File: config.mk
export PLATFORM = sky130hd
export DESIGN_NAME = pao_top
export DESIGN_NICKNAME = d
export VERILOG_FILES = /design/src/pkg/pao_pkg.sv /design/src/pkg/pao_stage_if.sv /design/src/rtl/pao_stage.sv /design/src/rtl/pao_top.sv
export SDC_FILE = /design/constraint.sdc
export NUM_CORES = 1
export LEC_CHECK = 0
export BUFFER_PORTS_ARGS = -buffer_cell sky130_fd_sc_hd__clkbuf_2
export CORE_MARGIN = 2
export CORE_UTILIZATION = 45
export CTS_BUF_LIST = sky130_fd_sc_hd__clkbuf_16
export CTS_CLUSTER_SIZE = 28
export DETAILED_ROUTE_END_ITERATION = 8
export HOLD_SLACK_MARGIN = 0.05
export PLACE_DENSITY = 0.69
export SLEW_MARGIN = 20
export SYNTH_ARGS = -nofsm -noshare
export SYNTH_HDL_FRONTEND = slang
export SYNTH_HIERARCHICAL = 1
export SYNTH_SLANG_ARGS = --single-unit
File: constraint.sdc
create_clock -name clk -period 4.6 [get_ports clk]
set_clock_uncertainty 0.1 [all_clocks]
set_input_delay 0.92 -clock clk [delete_from_list [all_inputs] [get_ports clk]]
set_output_delay 0.92 -clock clk [all_outputs]
set_load 0.1 [all_outputs]
File: src/pkg/pao_pkg.sv
/*
  constants and types for the pipelined converter output port.
  assumes one system clock; the conversion clock arrives on a pin.
*/
package pao_pkg;
  localparam int PAO_CODE_W = 10;
  localparam int PAO_LATENCY = 2;
  localparam logic [PAO_CODE_W-1:0] PAO_CODE_RST = 10'h000;
  localparam logic [1:0] PAO_FILL_RST = 2'h0;
  localparam logic [1:0] PAO_FILL_FULL = 2'h2;
  typedef logic [PAO_CODE_W-1:0] pao_code_t;
endpackage

File: src/pkg/pao_stage_if.sv
/*
  interface between the port top and its pipeline stage.
  assumes both ends on clk.
*/
`timescale 1ns/1ps
`default_nettype none
interface pao_stage_if;
  import pao_pkg::*;
  logic adv;
  pao_code_t din;
  pao_code_t dout;
  modport stage (input adv, input din, output dout);
  modport ctrl (output adv, output din, input dout);
endinterface
`default_nettype wire

File: src/rtl/pao_stage.sv
/*
  one pipeline register stage, advancing on a strobe.
  assumes the strobe comes from logic on clk.
*/
`timescale 1ns/1ps
`default_nettype none
module pao_stage
  import pao_pkg::*;
(
  input wire logic clk,
  input wire logic sys_rst,
  pao_stage_if.stage sif
);
  pao_code_t word_q;
  pao_code_t word_d;

  // hold unless strobed
  always_comb begin
    word_d = sif.adv ? sif.din : word_q;
  end

  always_ff @(posedge clk or posedge sys_rst) begin
    if (sys_rst) begin
      word_q <= PAO_CODE_RST;
    end else begin
      word_q <= word_d;
    end
  end

  assign sif.dout = word_q;
endmodule
`default_nettype wire

File: src/rtl/pao_top.sv
/*
  digital output port of a pipelined converter: samples the quantised
  input on conversion clock falling edges and presents it two cycles later.
  holds two pin synchronisers for the controls, a retimer for the input,
  two pipeline stages, the output word and its per-line enables, and a
  refill counter that raises pipe_valid on the second fall after standby,
  a fall before the first new sample reaches sample_code.
  assumes conv_clk and control pins are asynchronous to clk and much slower.
  assumes each conv_clk phase lasts at least three clk periods, so the
  edge detector cannot miss an edge, and that the far side resolves the
  per-line enables into the real pin levels.
*/
`timescale 1ns/1ps
`default_nettype none
module pao_top
  import pao_pkg::*;
(
  input wire logic clk,
  input wire logic sys_rst,
  input wire logic conv_clk,
  input wire logic standby_request,
  input wire logic out_enable_n,
  input wire logic [PAO_CODE_W-1:0] analog_level,
  output logic [PAO_CODE_W-1:0] sample_code,
  output logic [PAO_CODE_W-1:0] sample_code_oe,
  output logic pipe_valid
);
  // conversion clock pin: two sync flops, then one more to see the edge
  logic [2:0] clk_sync_q;
  logic [2:0] clk_sync_d;
  // standby pin synchroniser
  logic [1:0] sb_sync_q;
  logic [1:0] sb_sync_d;
  // output enable pin synchroniser
  logic [1:0] oe_sync_q;
  logic [1:0] oe_sync_d;
  // quantised input retimed through two flops
  pao_code_t ain1_q;
  pao_code_t ain1_d;
  pao_code_t ain2_q;
  pao_code_t ain2_d;
  // word and enables as they leave the port
  pao_code_t out_q;
  pao_code_t out_d;
  logic [PAO_CODE_W-1:0] oe_q;
  logic [PAO_CODE_W-1:0] oe_d;
  // refill tracking after standby
  logic [1:0] fill_q;
  logic [1:0] fill_d;
  logic valid_q;
  logic valid_d;
  // decoded strobes and levels
  logic fall;
  logic sb;
  logic drive;

  // one interface per pipeline stage
  pao_stage_if s0 ();
  pao_stage_if s1 ();

  // shift the conversion clock pin in; edge is read between flops two and three
  always_comb begin
    clk_sync_d = {clk_sync_q[1:0], conv_clk};
  end

  // cleared at reset so a pin that idles either way cannot fake a falling edge
  always_ff @(posedge clk or posedge sys_rst) begin
    if (sys_rst) begin
      clk_sync_q <= '0;
    end else begin
      clk_sync_q <= clk_sync_d;
    end
  end

  // standby pin synchroniser
  always_comb begin
    sb_sync_d = {sb_sync_q[0], standby_request};
  end

  // reset to standby so nothing is driven until the pin is seen low
  always_ff @(posedge clk or posedge sys_rst) begin
    if (sys_rst) begin
      sb_sync_q <= '1;
    end else begin
      sb_sync_q <= sb_sync_d;
    end
  end

  // output enable pin synchroniser
  always_comb begin
    oe_sync_d = {oe_sync_q[0], out_enable_n};
  end

  // reset to disabled; enable is active low
  always_ff @(posedge clk or posedge sys_rst) begin
    if (sys_rst) begin
      oe_sync_q <= '1;
    end else begin
      oe_sync_q <= oe_sync_d;
    end
  end

  // retime the quantised input; it lags the pin by as many flops as the
  // clock edge does, so the sample stage always takes a settled word
  always_comb begin
    ain1_d = analog_level;
    ain2_d = ain1_q;
  end

  // input retiming registers
  always_ff @(posedge clk or posedge sys_rst) begin
    if (sys_rst) begin
      ain1_q <= PAO_CODE_RST;
      ain2_q <= PAO_CODE_RST;
    end else begin
      ain1_q <= ain1_d;
      ain2_q <= ain2_d;
    end
  end

  // synchronised standby level
  assign sb = sb_sync_q[1];

  // falling edge of the conversion clock; frozen in standby so the
  // pipeline keeps its contents and no word moves while powered down
  assign fall = clk_sync_q[2] & ~clk_sync_q[1] & ~sb;

  // pins drive only while both controls are low; standby wins over
  // the enable, so a stray enable cannot wake the drivers
  assign drive = ~sb & ~oe_sync_q[1];

  // sample stage takes the retimed input, straight binary with no recoding
  assign s0.adv = fall;
  assign s0.din = ain2_q;

  // second stage supplies the two-edge latency
  assign s1.adv = fall;
  assign s1.din = s0.dout;

  // sample stage
  pao_stage u_sample (
    .clk(clk),
    .sys_rst(sys_rst),
    .sif(s0)
  );

  // latency stage
  pao_stage u_delay (
    .clk(clk),
    .sys_rst(sys_rst),
    .sif(s1)
  );

  // output word moves on the same strobe, right after each falling edge
  always_comb begin
    out_d = out_q;
    if (fall) begin
      out_d = s1.dout;
    end
  end

  // output word register
  always_ff @(posedge clk or posedge sys_rst) begin
    if (sys_rst) begin
      out_q <= PAO_CODE_RST;
    end else begin
      out_q <= out_d;
    end
  end

  // one enable per data line, all from the same level
  always_comb begin
    oe_d = {PAO_CODE_W{drive}};
  end

  // enables stay off through reset so the lines float
  always_ff @(posedge clk or posedge sys_rst) begin
    if (sys_rst) begin
      oe_q <= '0;
    end else begin
      oe_q <= oe_d;
    end
  end

  // count falls since standby; stops at full so it cannot wrap
  always_comb begin
    fill_d = fill_q;
    if (sb) begin
      fill_d = PAO_FILL_RST;
    end else if (fall && fill_q != PAO_FILL_FULL) begin
      fill_d = fill_q + 2'h1;
    end
  end

  // refill counter register
  always_ff @(posedge clk or posedge sys_rst) begin
    if (sys_rst) begin
      fill_q <= PAO_FILL_RST;
    end else begin
      fill_q <= fill_d;
    end
  end

  // valid once refilled and the pins are driven
  always_comb begin
    valid_d = (fill_d == PAO_FILL_FULL) & drive;
  end

  // valid flag register
  always_ff @(posedge clk or posedge sys_rst) begin
    if (sys_rst) begin
      valid_q <= 1'b0;
    end else begin
      valid_q <= valid_d;
    end
  end

  // pins come straight from flops
  assign sample_code = out_q;
  assign sample_code_oe = oe_q;
  assign pipe_valid = valid_q;
endmodule
`default_nettype wire

==> metrics.md, run 1 <==
| Metric | Value |
|---|---|
| Status | `complete, no violations` |
| Syn avg cell area | `18.5 µm²` |
| Worst-Margin Slew | `0.547 ns` |
| Final setup vio count | `0` |
| Tot Pwr | `approximately 1.8 mW` |
| Max_slew headroom | `a little under two thirds` |
| Fill cell count | `370` |
| Hold Vio Cnt, Final | `0` |
| Critical Path Sink Type | `output port` |
| Antenna cell count | `0` |
| Die H | `~74 µm` |
| YS warnings | `6` |
| Tmin final | `2.33 ns` |
| Syn Inst Count | `118` |
| Placer Congestion | `0.692` |
| Critical Path AT | `1.31 ns` |
| Vias/cell | `~4.6` |
| I/O pin count | `36` |
| Clock Path Buffers | `2` |
| Drt initial violations | `37` |
| Max Freq | `430 MHz` |
| Port Buf Inserts | `35` |
| Die footprint | `5410 µm²` |
| Synthesized Nets | `134` |
| CTS H-Tree Depth | `3` |
| Resized Gates After CTS | `0` |
| WL/cell | `around 14 µm` |
| Vias in the first global route | `~1100` |
| Crit start category | `flop` |
| Sink Count | `61` |
| CTS tree | `done` |
| Initial antenna violation count | `0` |
| WP buf/inv | `1` |
| Worst-Skew Late Latency | `approximately 0.32 ns` |
| Synth Register Bits | `61` |
| Clk root buf | `clkbuf_16` |
| Layout cells sized above 1 | `54.7%` |
| Row Count | `25` |
| Total global-route track usage | `13.4%` |
| Sequential-to-total area share from yosys stat | `70.3%` |
| Initial Util | `a little under half` |
| Cell family with most CP delay | `buffers and inverters` |
| CTS clk-pin slew, worst paths | `0.05 ns` |
| WS Path Type | `flop to output port` |
| Nets | `between 150 and 200` |
| Final Hold Slack | `around 0.24 ns` |
| Ratio of final minimum period to clock period | `50.6%` |
| Area grow syn2layout | `20.5%` |
| CTS Buf Count | `9` |
| Slowest CP cell | `clkbuf_2` |
| Mapped Area | `2180 µm²` |
| Post-route ant nets | `0` |
| CP max stage delay | `between 0.5 and 0.6 ns` |
| Drt first pass iters | `2` |
| Global-route wire length before repair | `around 5100 µm` |
| Post-route DRC violation count | `0` |
| Post CTS Setup Buffer Count | `0` |
| Vias | `971` |
| Largest net degree at the start of global routing | `42` |
| Total grt overflow | `0` |
| Pwr/cell area | `690 nW/µm²` |
| Placed Instances | `197` |
| RSZ-0062 raised after global routing | `false` |
| Data required, critical path | `around 3.6 ns` |
| Count of different cell masters after synthesis | `14` |
| Setup TNS | `0 ns` |
| Worst-path fanout max | `10` |
| Worst-path cell chain | `clkbuf_2` |
| Worst-case vdd ir drop | `0.000303 V` |
| HP Class | `flop to flop` |
| Hold buffer count at cts | `0` |
| Fin. max-slew vios | `0` |
| Finished Layout Cells | `about 210` |
| Die X | `around 74 µm` |
| Post-DP HPWL | `2010 µm` |
| Core region area | `4690 µm²` |
| Final WL | `3000 µm` |
| Layout Utilization | `55.9%` |
| Lkg Pwr | `1.27 nW` |
| Maxcap violations | `0` |
## cells by family after synthesis
family | Yosys count | synth area share [%]
simple gates | 7 | 3.22
buf+inv | 16 | 5.34
mux | 33 | 20.6
fa+ha+maj | 1 | 0.574
flops | 61 | 70.3
## state kept, by name, summed over array words and instances, names as in the netlist
| register | flops |
|---|---|
| ain2_q | 10 |
| sample_code | 10 |
| sb_sync_q | 2 |
| pipe_valid | 1 |
| sample_code_oe | 1 |
| clk_sync_q | 3 |
| u_delay/sif.dout | 10 |
| fill_q | 2 |
| u_sample/sif.dout | 10 |
| oe_sync_q | 2 |
| ain1_q | 10 |
## synthesized netlist by cell type
library cell | count | area, µm²
mux2i_1 | 2 | 20.0
nor4b_1 | 2 | 17.5
nor2_1 | 1 | 3.75
nor4b_4 | 1 | 23.8
nor3b_2 | 1 | 12.5
inv_1 | 4 | 15.0
nand2b_1 | 2 | 12.5
buf_6 | 3 | 33.8
mux2_4 | 21 | 315
mux2_2 | 10 | 113
dfrtp_1 | 57 | 1430
dfstp_2 | 4 | 105
ha_1 | 1 | 12.5
buf_4 | 9 | 67.6
## per-layer routing
| layer | vias up | GRT usage, % | wire length, µm | share of wire [%] |
|---|---|---|---|---|
| li1 | 459 | - | - | - |
| met1 | 485 | 16.5 | 1300 | 43 |
| met2 | 22 | 19.5 | 1470 | 49 |
| met3 | 5 | 5.49 | 151 | 5.0 |
| met4 | 0 | 8.48 | 76 | 2.5 |
| met5 | - | 0 | 0 | 0 |
## cells in the final DEF, fill, tap and decap left out
cell	instances
buf_4	2
bufinv_16	1
clkbuf_16	9
clkbuf_2	35
clkinv_1	1
clkinv_2	2
clkinvlp_4	1
dfrtp_1	57
dfstp_2	4
ha_1	1
inv_1	6
mux2_2	10
mux2_4	21
mux2i_1	2
nand2b_1	2
nor2_1	1
nor3b_4	1
nor4b_1	2
nor4b_4	1
## final timing paths
path,from,to,slack (ns),cells past startpoint
min in group asynchronous,sys_rst,u_sample/sif.dout[9]$_DFFE_PP0P_,0.47,2
max in group asynchronous,sys_rst,oe_sync_q[1]$_DFF_PP1_,3.40,3
worst min-delay path,ain1_q[8]$_DFF_PP0_,ain2_q[8]$_DFF_PP0_,0.24,0
worst max-delay path,sample_code_oe[0]$_DFF_PP0_,sample_code_oe[2],2.27,1
worst max register to register,clk_sync_q[1]$_DFF_PP0_,sample_code[8]$_DFFE_PP0P_,2.90,3
worst min register to register,ain1_q[8]$_DFF_PP0_,ain2_q[8]$_DFF_PP0_,0.24,0
## cell type report
type                    instances  area [µm²]  area share (%)
clock inverters                 7        58.8            2.24
clock buffers                   9         225            8.58
inverters                       4        15.0           0.572
repair buffers                 37         190            7.24
well taps                      54        67.6            2.57
multi-input cells              41         537            20.4
flip-flops and latches         61        1530            58.3
## per-stage QoR
step	worst slack, ns	cell area (µm²)
after floorplan	2.12	2180
after global placement	2.64	2340
after detailed placement	2.59	2340
after CTS	2.25	2630
after global routing	2.21	2630
final	2.27	2630
## where the power goes
group,switching (mW),internal (mW)
combinational,0.379,0.124
sequential,0.0542,0.636
clock,0.210,0.410
No activity file was read; power rests on OpenSTA's default activity.
==> run 2, diff against run 1 <==
==> constraint.sdc (replaced) <==
create_clock -name clk -period 2.3 [get_ports clk]
set_clock_uncertainty 0.1 [all_clocks]
set_input_delay 0.46 -clock clk [delete_from_list [all_inputs] [get_ports clk]]
set_output_delay 0.46 -clock clk [all_outputs]
set_load 0.1 [all_outputs]
==> metrics.md, run 2 (same netlist as run 1, synthesis figures left out) <==
| Metric | Value |
|---|---|
| Status | `complete, no violations` |
| Die footprint | `5410 µm² (unchanged)` |
| Clock Path Buffers | `2 (unchanged)` |
| Internal cell power | `2.34 mW (+100%)` |
| NetSw | `1.29 mW (+100%)` |
| Drt initial violations | `58 (+57%)` |
| Critical Path Sink Type | `output port` |
| Nets | `171 (+0.59%)` |
| Sink Count | `61 (unchanged)` |
| Critical Path AT | `1.28 ns (-0.03 ns)` |
| Setup WS pre-CTS | `0.602 ns (-1.99 ns)` |
| Worst-Margin Slew | `0.544 ns (-0.00226 ns)` |
| Comb power frac | `27.9% (+0.2 points)` |
| HP Class | `input pin to flop` |
| Commonest non-fill, non-tap cells in the layout | `57 x dfrtp_1, 35 x clkbuf_2, 21 x mux2_4, 10 x mux2_2, 9 x clkbuf_16` |
| Vias/cell | `4.75 (+4.1%)` |
| Max_slew headroom | `63.9% (+0.15 points)` |
| Post-route ant nets | `0 (unchanged)` |
| Total grt overflow | `0 (unchanged)` |
| Initial antenna violation count | `0 (unchanged)` |
| Design area | `2630 µm² (+0.33%)` |
| CTS tree | `done` |
| Port Buf Inserts | `35 (unchanged)` |
| Post-DP HPWL | `2140 µm (+6.5%)` |
| Drt first pass iters | `4 (+2)` |
| Final WL | `3200 µm (+6.7%)` |
| Clock share of power | `33.8% (-0.4 points)` |
| Fin. max-slew vios | `0 (unchanged)` |
| Maxcap violations | `0 (unchanged)` |
| Placer Congestion | `0.691 (-0.13%)` |
| Number of cells on the critical path | `1 (unchanged)` |
| Hold Vio Cnt, Final | `0 (unchanged)` |
| WS Path Type | `flop to output port` |
| Lkg Pwr | `1.27 nW (-0.15%)` |
| I/O pin count | `36 (unchanged)` |
| Core region area | `4690 µm² (unchanged)` |
| Row Count | `25 (unchanged)` |
| Data required, critical path | `1.74 ns (-1.84 ns)` |
| Layout Utilization | `56.1% (+0.19 points)` |
| Largest net degree at the start of global routing | `42 (unchanged)` |
| Total global-route track usage | `14.3% (+0.93 points)` |
| Reg power frac | `38.2% (about the same)` |
| Vias | `1016 (+4.6%)` |
| Pwr/cell area | `1380 nW/µm² (+100%)` |
| CTS Buf Count | `9 (unchanged)` |
| RSZ-0062 raised after global routing | `false` |
| Worst-case vdd ir drop | `0.000539 V (+78%)` |
| Ratio of final minimum period to clock period | `80.0%` |
| Hold path depth | `1 (+1)` |
| CP max stage delay | `0.50 ns (about the same)` |
| Post CTS Setup Buffer Count | `0 (unchanged)` |
| Slowest CP cell | `clkbuf_2` |
| Tmin final | `1.84 ns` |
| Resized Gates After CTS | `0 (unchanged)` |
| Initial Util | `46.4% (unchanged)` |
| Worst-path fanout max | `10 (unchanged)` |
| Max Freq | `544 MHz` |
| Crit start category | `flop` |
| Switching Share | `35.6% (+0.093 points)` |
| Worst-path cell chain | `clkbuf_2` |
| Hold buffer count at cts | `1 (+1)` |
| Die X | `73.6 µm (unchanged)` |
| Final setup vio count | `0 (unchanged)` |
| Area grow syn2layout | `20.9%` |
| Final Hold Slack | `0.130 ns (-0.112 ns)` |
| Antenna cell count | `0 (unchanged)` |
| CTS H-Tree Depth | `3 (unchanged)` |
| Clk root buf | `clkbuf_16` |
| Global-route wire length before repair | `5440 µm (+6.4%)` |
| WL/cell | `14.9 µm (+6.2%)` |
| Setup ws final | `0.461 ns (-1.81 ns)` |
| WP buf/inv | `1 (unchanged)` |
| Setup TNS | `0 ns (unchanged)` |
| Reg2Reg Depth | `3 (unchanged)` |
| Worst-Skew Late Latency | `0.31 ns (about the same)` |
| CTS clk-pin slew, worst paths | `0.05 ns (about the same)` |
| Layout cells sized above 1 | `53.8% (-0.97 points)` |
| Cell family with most CP delay | `buffers and inverters` |
| Die H | `73.6 µm (unchanged)` |
| Cell Area, Placed | `2340 µm² (unchanged)` |
| Most common cell after layout, fill and taps aside | `dfrtp_1` |
| Vias in the first global route | `1090 (+2.2%)` |
| Post-route DRC violation count | `0 (unchanged)` |
==> run 2: area by class of cell <==
cell class | count | area [µm²]
clock buffers | 9 | 225
clock inverters | 7 | 57.6
fillers | 376 | 2060
inverters | 4 | 15.0
multi-input cells | 41 | 537
flip-flops and latches | 61 | 1530
well taps | 54 | 67.6
repair buffers | 38 | 200
==> run 2: final timing paths <==
kind                                              from                               end  slack, ns
min in group asynchronous                      sys_rst  u_sample/sif.dout[5]$_DFFE_PP0P_       0.60
setup reg to reg               clk_sync_q[1]$_DFF_PP0_        sample_code[5]$_DFFE_PP0P_       0.61
max in group asynchronous                      sys_rst            oe_sync_q[1]$_DFF_PP1_       0.98
setup / recovery           sample_code_oe[0]$_DFF_PP0_                 sample_code_oe[9]       0.46
hold reg to reg                    ain1_q[4]$_DFF_PP0_               ain2_q[4]$_DFF_PP0_       0.24
hold / removal                            out_enable_n            oe_sync_q[0]$_DFF_PP1_       0.13
==> run 2: power groups by stage <==
stage | Combinational, mW | Clock (mW) | Sequential (mW)
6_report | 1.01 | 1.23 | 1.39
5_1_grt | 1.05 | 1.31 | 1.42
4_1_cts | 1.02 | 1.26 | 1.39
3_5_place_dp | 1.02 | 0 | 1.41
3_3_place_gp | 0.995 | 0 | 1.39
2_1_floorplan | 0.315 | 0 | 1.94
==> run 2: per-stage QoR <==
stage | cells | power [mW]
2_1_floorplan | 118 | 2.25
3_3_place_gp | 197 | 2.38
3_5_place_dp | 197 | 2.42
4_1_cts | 214 | 3.67
5_1_grt | 214 | 3.78
6_report | 214 | 3.63
==> run 2: per-layer routing <==
metal / vias up / share of wire, % / GRT usage [%]
met5: - / 0 / 0
met4: 0 / 2.0 / 7.88
met3: 7 / 4.9 / 5.35
met2: 22 / 52 / 21.4
met1: 519 / 41 / 18.1
li1: 468 / - / -
==> run 2: worst register-to-register path: stages (launching register included) <==
cell and delay (ns):
dfrtp_1 0.44, nor3b_4 0.18, buf_4 0.44, mux2_2 0.42
